File: config.mk
export PLATFORM = sky130hd
export DESIGN_NAME = rpm_top
export DESIGN_NICKNAME = d
export VERILOG_FILES = /design/src/rpm_pkg.sv /design/src/rpm_top.sv
export VERILOG_INCLUDE_DIRS = /design/src
export SDC_FILE = /design/constraint.sdc
export NUM_CORES = 1
export LEC_CHECK = 0
export BUFFER_PORTS_ARGS = -buffer_cell sky130_fd_sc_hd__clkbuf_2
export CAP_MARGIN = 20
export CORE_AREA = 2 2 280 282
export CTS_CLUSTER_DIAMETER = 40
export DETAILED_ROUTE_END_ITERATION = 8
export DIE_AREA = 0 0 282 284
export HOLD_SLACK_MARGIN = 0.03
export PLACE_DENSITY = 0.6
export SLEW_MARGIN = 40
export SYNTH_ARGS = -nofsm -noshare
export SYNTH_HDL_FRONTEND = slang
export SYNTH_SLANG_ARGS = --single-unit
File: constraint.sdc
create_clock -name sys_clk -period 7.6 [get_ports sys_clk]
set_input_delay 0.76 -clock sys_clk [delete_from_list [all_inputs] [get_ports sys_clk]]
set_output_delay 0.76 -clock sys_clk [all_outputs]
set_load 0.05 [all_outputs]
File: src/rpm_map.svh
/*
  Register map, field positions, reset values and counts of the receive
  pattern matcher. Assumes word-indexed registers; byte address = 4 * index.
*/
`ifndef RPM_MAP_SVH
`define RPM_MAP_SVH

// Register indices; byte address is four times the index
`define RPM_IDX_PAT_FIRST   14'h04a8
`define RPM_IDX_PAT_LAST    14'h04c7
`define RPM_IDX_MASK_0_15   14'h04c8
`define RPM_IDX_MASK_16_31  14'h04c9
`define RPM_IDX_MASK_32_47  14'h04ca
`define RPM_IDX_MASK_48_63  14'h04cb
`define RPM_IDX_CTRL        14'h04cc
`define RPM_IDX_STATUS      14'h04cd

// Field layout
`define RPM_START_MSB       5
`define RPM_START_RESET     6'h0c
`define RPM_MASK_RESET      16'h0000
`define RPM_PAT_RESET       16'h0000
`define RPM_STAT_MATCH_BIT  0

// Sizes
`define RPM_PAT_BYTES       7'h40
`define RPM_PAT_WORDS       32

`endif

File: src/rpm_pkg.sv
/*
  Types of the receive pattern matcher.
  Assumes rpm_map.svh for all constants.
*/
`default_nettype none
`include "rpm_map.svh"

package rpm_pkg;
  typedef logic [15:0] rpm_word_t;
  typedef logic [6:0]  rpm_cnt_t;

  typedef enum logic [1:0] {
    RPM_IDLE    = 2'b00,
    RPM_COMPARE = 2'b01,
    RPM_DONE    = 2'b10
  } rpm_state_e;

  typedef struct packed {
    rpm_word_t [`RPM_PAT_WORDS-1:0] pat;
    rpm_word_t [3:0]                mask;
    logic [`RPM_START_MSB:0]        start;
    rpm_state_e                     state;
    rpm_cnt_t                       cnt;
    logic                           fail;
    logic                           match_evt;
    logic                           match_seen;
    logic                           pready;
    logic                           pslverr;
    logic [31:0]                    prdata;
  } rpm_state_s;
endpackage

`default_nettype wire

File: src/rpm_top.sv
/*
  Receive pattern matcher: APB register file holding a 64-byte pattern,
  per-byte masks and a start offset, plus the frame byte comparator.
  Assumes frame bytes arrive synchronous to sys_clk with a delimiter pulse
  before the first byte and an end pulse after the last.
*/
// Function
// - Mask bit one excludes byte; zero compares
// - Second mask register covers bytes 16 to 31
// - Third mask register covers bytes 32 to 47
// - Fourth mask register covers bytes 48 to 63
// - Six-bit start offset counts bytes after delimiter
// - Offset default twelve skips both address fields
// - First mask register covers bytes 0 to 15
// - Two pattern bytes per register, odd high
`timescale 1ns/1ns
`default_nettype none
`include "rpm_map.svh"

module rpm_top (
  input  wire logic          sys_clk,
  input  wire logic          reset_n,
  input  wire logic          psel,
  input  wire logic          penable,
  input  wire logic          pwrite,
  input  wire logic [15:0]   paddr,
  input  wire logic [31:0]   pwdata,
  output logic      [31:0]   prdata,
  output logic               pready,
  output logic               pslverr,
  input  wire logic          rx_sfd,
  input  wire logic          rx_valid,
  input  wire logic [7:0]    rx_data,
  input  wire logic          rx_end,
  output logic               match_event,
  output logic               match_seen
);
  import rpm_pkg::*;

  ////////////////////////////////////////////////////////////////////////////
  // Helpers

  // Pattern byte n: odd byte in the upper half of its word
  function automatic logic [7:0] pat_byte(input rpm_word_t [`RPM_PAT_WORDS-1:0] p, input logic [5:0] n);
    pat_byte = n[0] ? p[n[5:1]][15:8] : p[n[5:1]][7:0];
  endfunction

  // Mask bit of byte n: word n/16, bit n%16
  function automatic logic mask_bit(input rpm_word_t [3:0] m, input logic [5:0] n);
    mask_bit = m[n[5:4]][n[3:0]];
  endfunction

  rpm_state_s s_q;
  rpm_state_s s_d;

  logic [13:0] idx;
  logic        acc;
  logic        mapped;
  logic [31:0] rdata;
  logic        is_pat;
  rpm_cnt_t    pos;

  ////////////////////////////////////////////////////////////////////////////
  // Address decode and read mux

  assign idx    = paddr[15:2];
  assign is_pat = (idx >= `RPM_IDX_PAT_FIRST) && (idx <= `RPM_IDX_PAT_LAST);
  assign acc    = psel && penable && s_q.pready;

  always_comb
  begin
    mapped = 1'b1;
    rdata  = 32'h0000_0000;
    if (is_pat)
    begin
      rdata[15:0] = s_q.pat[5'(idx - `RPM_IDX_PAT_FIRST)];
    end
    else
    begin
      case (idx)
        `RPM_IDX_MASK_0_15:  rdata[15:0] = s_q.mask[0];
        `RPM_IDX_MASK_16_31: rdata[15:0] = s_q.mask[1];
        `RPM_IDX_MASK_32_47: rdata[15:0] = s_q.mask[2];
        `RPM_IDX_MASK_48_63: rdata[15:0] = s_q.mask[3];
        `RPM_IDX_CTRL:       rdata[`RPM_START_MSB:0] = s_q.start; // Reserved bits read zero
        `RPM_IDX_STATUS:     rdata[`RPM_STAT_MATCH_BIT] = s_q.match_seen;
        default:             mapped = 1'b0;
      endcase
    end
  end

  // Position within the pattern of the current byte
  assign pos = 7'(s_q.cnt - {1'b0, s_q.start});

  ////////////////////////////////////////////////////////////////////////////
  // Next-state logic

  always_comb
  begin
    s_d           = s_q;
    s_d.match_evt = 1'b0;
    // One wait state keeps pready a flop output
    s_d.pready    = psel && penable && !s_q.pready;
    s_d.pslverr   = psel && penable && !s_q.pready && !mapped;
    if (psel && penable && !s_q.pready)
    begin
      s_d.prdata = rdata;
    end

    // Write takes effect only at the completing edge
    if (acc && pwrite && mapped)
    begin
      if (is_pat)
      begin
        s_d.pat[5'(idx - `RPM_IDX_PAT_FIRST)] = pwdata[15:0];
      end
      else
      begin
        case (idx)
          `RPM_IDX_MASK_0_15:  s_d.mask[0] = pwdata[15:0];
          `RPM_IDX_MASK_16_31: s_d.mask[1] = pwdata[15:0];
          `RPM_IDX_MASK_32_47: s_d.mask[2] = pwdata[15:0];
          `RPM_IDX_MASK_48_63: s_d.mask[3] = pwdata[15:0];
          `RPM_IDX_CTRL:       s_d.start   = pwdata[`RPM_START_MSB:0];
          `RPM_IDX_STATUS:
          begin
            if (pwdata[`RPM_STAT_MATCH_BIT])
            begin
              s_d.match_seen = 1'b0;
            end
          end
          default: s_d.start = s_q.start;
        endcase
      end
    end

    // Frame comparator
    case (s_q.state)
      RPM_IDLE:
      begin
        if (rx_sfd)
        begin
          s_d.state = RPM_COMPARE;
          s_d.cnt   = 7'h00;
          s_d.fail  = 1'b0;
        end
      end
      RPM_COMPARE:
      begin
        if (rx_sfd)
        begin
          // A fresh delimiter restarts the frame
          s_d.cnt  = 7'h00;
          s_d.fail = 1'b0;
        end
        else if (rx_end)
        begin
          // Short frame never reached the last pattern byte
          s_d.state = RPM_IDLE;
        end
        else if (rx_valid)
        begin
          s_d.cnt = 7'(s_q.cnt + 7'h01);
          if (s_q.cnt >= {1'b0, s_q.start})
          begin
            // Masked bytes are skipped, unmasked must agree
            if (!mask_bit(s_q.mask, pos[5:0]) && (rx_data != pat_byte(s_q.pat, pos[5:0])))
            begin
              s_d.fail = 1'b1;
            end
            if (pos == `RPM_PAT_BYTES - 7'h01)
            begin
              s_d.state = RPM_DONE;
              if (!s_q.fail && (mask_bit(s_q.mask, pos[5:0]) || (rx_data == pat_byte(s_q.pat, pos[5:0]))))
              begin
                s_d.match_evt = 1'b1;
              end
            end
          end
        end
      end
      RPM_DONE:
      begin
        // Wait out the rest of the frame
        if (rx_end)
        begin
          s_d.state = RPM_IDLE;
        end
        else if (rx_sfd)
        begin
          s_d.state = RPM_COMPARE;
          s_d.cnt   = 7'h00;
          s_d.fail  = 1'b0;
        end
      end
      default: s_d.state = RPM_IDLE;
    endcase

    // Sticky flag: a new match wins over a clear in the same cycle
    if (s_d.match_evt)
    begin
      s_d.match_seen = 1'b1;
    end
  end

  ////////////////////////////////////////////////////////////////////////////
  // State register

  always_ff @(posedge sys_clk or negedge reset_n)
  begin
    if (!reset_n)
    begin
      s_q       <= '0;
      s_q.start <= `RPM_START_RESET;
      s_q.state <= RPM_IDLE;
    end
    else
    begin
      s_q <= s_d;
    end
  end

  assign prdata      = s_q.prdata;
  assign pready      = s_q.pready;
  assign pslverr     = s_q.pslverr;
  assign match_event = s_q.match_evt;
  assign match_seen  = s_q.match_seen;

endmodule

`default_nettype wire

==> results of run 1 <==
==> area by class of cell <==
cell class                      count  area [sq um]
Clock buffer                      122          2760
Tap cell                         1040          1300
Clock inverter                     63           753
Antenna cell                        2          5.00
Timing Repair Buffer              151          1220
Fill cell                        6463         37600
Inverter                           17          63.8
Sequential cell                   612         15300
Multi-Input combinational cell   1711         18000
==> cell usage in the layout (no fill, tap or decap), drive strengths merged, types with 9 or more instances in the layout <==
cell,synthesis,final
nor4,21,21
xnor2,22,22
clkinv,0,25
or3,15,15
bufinv,0,12
dfrtp,610,610
a2111oi,23,23
a22oi,20,20
a21oi,34,34
o22ai,22,22
nand2,132,132
inv,17,29
clkbuf,164,183
nor2,82,82
nand2b,11,11
a22o,18,18
mux2,584,584
clkinvlp,0,14
mux2i,97,97
o211ai,10,10
nand3,34,34
and3,40,40
buf,105,89
a211oi,33,33
nand4,9,9
ha,12,12
conb,1,16
mux4,247,247
nor3,46,46
o21ai,67,67
==> report_power, final <==
| part | switching [mW] | leakage (nW) | internal, mW |
|---|---|---|---|
| Sequential | 0.00153 | 8.53 | 3.26 |
| Clock | 1.70 | 1.70 | 3.01 |
| Combinational | 0.274 | 7.72 | 0.0900 |
| Total | 1.98 | 17.9 | 6.36 |
==> flip-flops by register name, summed over array words and instances (netlist names) <==
name	count
match_seen	1
match_event	1
prdata	16
pslverr	1
pready	1
s_q	592
==> kinds of logic after synthesis <==
logic type	after synthesis	share of synthesized area [%]
mux	928	38.2
compound gates	297	6.14
xor+xnor	30	0.765
simple gates	427	6.13
flops	612	44.6
other cells	1	0.0109
buf+inv	286	3.73
fa+ha+maj	13	0.495
==> repair_timing <==
action | CTS | global route
setup endpoints to repair | 0 | 0
hold buffers | 0 | 1
endpoints found under the hold margin | 0 | 24
==> final timing paths <==
check | startpoint | endpoint | slack, ps | cells past startpoint
max in group asynchronous | reset_n | s_q[533]$_DFFE_PN0P_ | 5560 | 5
min in group asynchronous | reset_n | s_q[97]$_DFFE_PN0P_ | 560 | 2
worst max register to register | s_q[48]$_DFFE_PN1P_ | s_q[36]$_DFFE_PN0P_ | 1800 | 14
worst max-delay path | s_q[48]$_DFFE_PN1P_ | s_q[36]$_DFFE_PN0P_ | 1800 | 14
worst min register to register | prdata[7]$_DFFE_PN0P_ | prdata[7]$_DFFE_PN0P_ | 470 | 2
worst min-delay path | rx_sfd | s_q[45]$_DFFE_PN0P_ | 330 | 2
==> per-stage QoR <==
step	hold slack (ps)	cells	cell area [sq um]	util [%]
floorplan	451	2609	34400	-
global placement	463	3522	35600	46.3
detailed placement	470	3526	35700	46.4
CTS	183	3711	39200	51.0
global route	344	3717	39400	51.2
finish	331	3718	39400	51.2
==> metal layers <==
metal	GRT usage, %	part of all wire (%)	vias up
met1	40.1	42	12800
met2	42.5	46	1233
met5	0	0.036	-
met4	11.4	3.9	6
li1	-	-	9935
met3	5.11	8.5	246
==> worst max-delay path, stage by stage (launching register included) <==
cell,delay (ps)
dfstp_2,530
inv_1,90
ha_1,550
a21o_1,710
nor3_4,190
nor2_4,500
buf_12,370
mux4_2,370
a221o_1,390
or3_1,380
and3b_1,200
o41ai_1,440
o2111a_1,360
o22ai_1,210
a22o_1,250
==> qor.txt, run 1 <==
final wirelength - 112,000 um
HP Class - in2reg
status - completed
average instance area after synthesis - 13.2 sq um
Post-CTS Resized - 0
Pins Over Slew Limit - 0
GR Overflow Total - 0
worst skew pair latency - 680 ps
setup TNS - 0 ps
Final Hold Violating Endpoints - 0
worst slew pin tran - 928 ps
detailed placement HPWL - 70,800 um
global-route wire length before repair - 166,000 um
#FFs+latches synth - 612
Distinct cells, synth - 76
Leakage - 17.9 nW
minimum clock period - 5800 ps
critical setup path kind - reg2reg
final setup vio count - 0
clk_skew - 34.2 ps
Syn Inst Count - 2,594
main area contributors after synthesis - dfrtp_1 (44%), mux2_2 (19%), mux4_2 (16%)
share of cells above drive strength 1 - 45.0%
top cells by count, synth - dfrtp_1 (610), mux2_2 (582), mux4_2 (247)
share of the synthesized area in the top cell type - 44.4%
RePlAce Congestion - 0.894
Highest Clock Rate - 172 MHz
PnR worst setup slack - 1800 ps
crit path launch type - flop
Residual DRC - 0
RSZ-0062 raised after global routing - false
Worst-path clk slew - 60 ps
number of enable flip-flop cells after synthesis - 0
# port buffers - 65
Post-CTS Setup Bufs - 0
via count - 24,300
CORE AREA - 77,000 sq um
overall routing resource usage - 28.1%
H-tree depth - 3
total power - 8.34 mW
Slew HR - 37.9%
most common cell in the netlist - dfrtp_1
die area - 80,100 sq um
total clock buffers created by CTS - 99
CTS sink count - 612
Worst VDD drop - 0.157 mV
WL/cell - 30.1 um
TritonCTS clock tree - done
Final ANT Viol Nets - 0
Crit Path Max Fanout - 47
layout overhead on the synthesized area - 14.6%
Critical Path Sink Type - flop
I/O Pins - 100
Rows - 102
CTS root buffer - clkbuf_16
ys async rst share - 100%
number of global-route vias before repair - 24,300
worst slack, placed - 1770 ps
Syn Std Cell Area - 34,400 sq um
# nets final - 2,669
initial antenna violation count - 4
drt pass-1 iters - 8
Seq/Total Area, Yosys - 44.6%
Vias/cell - 6.53
die height - 284 um
required time of the critical path - 8130 ps
cell taking the most area after synthesis - dfrtp_1
Most used DFF post-synth - dfrtp_1
max cap viols - 0
pin count of the biggest net entering global routing - 162
Starting Density - 44.6%
DIE WIDTH - 282 um
Tcrit/Tclk final - 76.3%
pwr/cell area - 212 nW/um^2
worst endpoint data arrival time - 6330 ps
synth warn - 0
1st-iter DRT viols - 2,898
Clock Path Buffers - 3
Note: power is estimated with default switching activity, not from simulation.
==> inputs of run 2 (changes only) <==
- clock period: 7.6 -> 6 ns (I/O delays scaled with it)
==> qor.txt, run 2 (same netlist as run 1, synthesis figures left out) <==
status - completed
crit path launch type - flop
CORE AREA - 77,000 sq um (unchanged)
Switching Power - 2.49 mW (+26%)
hold path start - rx_sfd
worst slew pin tran - 874 ps (-53.3 ps)
Rows - 102 (unchanged)
Flop pwr share - 38.4% (-0.7 points)
Critical Path Sink Type - flop
Clock Power Share - 57.3% (+0.8 points)
# nets final - 2,702 (+1.2%)
TritonCTS clock tree - done
drt pass-1 iters - 8 (unchanged)
Vias/cell - 6.50 (-0.34%)
most frequent cells in the layout - dfrtp_1 (610), mux2_2 (582), mux4_2 (247), nand2_1 (127), clkbuf_16 (101)
Reg area - 15,300 sq um (unchanged)
RSZ-0062 raised after global routing - false
final setup vio count - 0 (unchanged)
pin count of the biggest net entering global routing - 141 (-13%)
Leakage - 18.2 nW (+1.2%)
sw frac - 23.2% (-0.56 points)
share of cells above drive strength 1 - 45.3% (+0.30 points)
Reg with most FFs - s_q
Post-Route Utilization - 51.7% (+0.48 points)
Crit Path Max Fanout - 8 (-83%)
worst skew pair latency - 650 ps (-30 ps)
most used cell, CP - a22o_1
Residual DRC - 0 (unchanged)
area of the multi-input gates - 18,000 sq um (about the same)
initial antenna violation count - 4 (unchanged)
max reg flops - 592 (unchanged)
R2R setup slack - 860 ps (-940 ps)
Highest Clock Rate - 195 MHz (+13%)
total clock buffers created by CTS - 100 (+1.0%)
Final Hold Violating Endpoints - 0 (unchanged)
commonest non-fill, non-tap cell in the layout - dfrtp_1
kind of cell adding the most delay to the critical path - simple AND/OR/NAND/NOR gates
1st-iter DRT viols - 2,983 (+2.9%)
HP Class - in2reg
CTS root buffer - clkbuf_16
layout overhead on the synthesized area - 15.7%
FF-to-FF path depth - 13 (-1)
critical setup path kind - reg2reg
final wirelength - 111,000 um (-1.1%)
required time of the critical path - 6530 ps (-1600 ps)
critical path depth in cells - 13 (-1)
Bufs and invs on worst path - 1 (-1)
# port buffers - 65 (unchanged)
Reg-to-Reg Start - s_q[48]$_DFFE_PN1P_
DIE WIDTH - 282 um (unchanged)
overall routing resource usage - 27.8% (-0.28 points)
worst endpoint data arrival time - 5670 ps (-660 ps)
via count - 24,400 (+0.60%)
CTS sink count - 612 (unchanged)
die height - 284 um (unchanged)
number of global-route vias before repair - 24,600 (+1.3%)
Worst Hold End - s_q[45]$_DFFE_PN0P_
slowest cell on the critical path - and2_0
Pint - 8.27 mW (+30%)
reg2reg end - s_q[36]$_DFFE_PN0P_
Combinational Power Share - 4.3% (about the same)
WL/cell - 29.5 um (-2.0%)
detailed placement HPWL - 73,300 um (+3.5%)
cell chain of the critical path - inv_1 > ha_1 > and3_1 > or3_1 > and2_0 > nor2_1 > a22o_1 > or4_1 > and3b_1 > o41ai_1 > o2111a_1 > o22ai_1 > a22o_1
Worst VDD drop - 0.222 mV (+41%)
Slew HR - 41.5% (+3.6 points)
max cap viols - 0 (unchanged)
Worst-path clk slew - 50 ps (about the same)
Final ANT Viol Nets - 0 (unchanged)
Hold Path Stages - 2 (unchanged)
pwr/cell area - 271 nW/um^2 (+28%)
GR Overflow Total - 0 (unchanged)
setup TNS - 0 ps (unchanged)
RePlAce Congestion - 0.901 (+0.70%)
Starting Density - 44.6% (unchanged)
Clock Path Buffers - 3 (unchanged)
# fillers - 6,429 (-0.53%)
minimum clock period - 5140 ps (-663 ps)
I/O Pins - 100 (unchanged)
clk_skew - 30.6 ps (-3.63 ps)
global-route wire length before repair - 165,000 um (-0.64%)
die area - 80,100 sq um (unchanged)
H-tree depth - 3 (unchanged)
Pins Over Slew Limit - 0 (unchanged)
CP peak stage delay - 730 ps (+20 ps)
Tcrit/Tclk final - 85.6% (+9.3 points)
Post-CTS Setup Bufs - 0 (unchanged)
run 2: worst max-delay path by stage:
| stage | startpoint | to | slack (ps) |
|---|---|---|---|
| after floorplan | s_q[37]$_DFFE_PN0P_ | s_q[36]$_DFFE_PN0P_ | 2010 |
| after global placement | s_q[37]$_DFFE_PN0P_ | s_q[36]$_DFFE_PN0P_ | 930 |
| after detailed placement | s_q[37]$_DFFE_PN0P_ | s_q[36]$_DFFE_PN0P_ | 950 |
| after CTS | s_q[48]$_DFFE_PN1P_ | s_q[36]$_DFFE_PN0P_ | 930 |
| after global routing | s_q[37]$_DFFE_PN0P_ | s_q[36]$_DFFE_PN0P_ | 710 |
| final | s_q[48]$_DFFE_PN1P_ | s_q[36]$_DFFE_PN0P_ | 860 |
run 2: per-stage QoR:
| stage | hold slack, ps | worst slack (ps) | area (sq um) | total power [mW] | cells |
|---|---|---|---|---|---|
| after global placement | 459 | 932 | 35900 | 4.65 | 3553 |
| after global routing | 198 | 711 | 39700 | 11.1 | 3752 |
| after CTS | 151 | 928 | 39700 | 10.8 | 3748 |
| after detailed placement | 465 | 946 | 36000 | 4.66 | 3559 |
| after floorplan | 304 | 2010 | 34400 | 4.45 | 2609 |
| final | 184 | 862 | 39800 | 10.8 | 3753 |
run 2: final cells by class:
type | instances | area share [%]
flip-flops and latches | 612 | 38.5
diodes | 2 | 0.0126
well taps | 1040 | 3.27
clock buffers | 123 | 6.82
repair buffers | 183 | 3.78
inverters | 17 | 0.161
clock inverters | 65 | 2.27
multi-input cells | 1711 | 45.2
run 2: timing repair:
action	in CTS	in global routing
resized for setup	0	0
hold buffers	1	0
hold endpoints to repair	70	0
run 2: power groups by stage:
stage | clock network (mW) | logic, mW | registers, mW
after CTS | 6.25 | 0.457 | 4.14
after detailed placement | 0 | 0.455 | 4.21
after floorplan | 0 | 0.241 | 4.21
final | 6.16 | 0.460 | 4.14
after global placement | 0 | 0.445 | 4.21
after global routing | 6.46 | 0.497 | 4.13
run 2: per-layer routing:
metal / vias to the layer above / routed length, um / GRT usage (%)
li1: 10000 / - / -
met1: 12800 / 45600 / 38.8
met2: 1275 / 50900 / 42.5
met3: 263 / 9430 / 5.63
met4: 2 / 4660 / 11.5
met5: - / 11 / 0
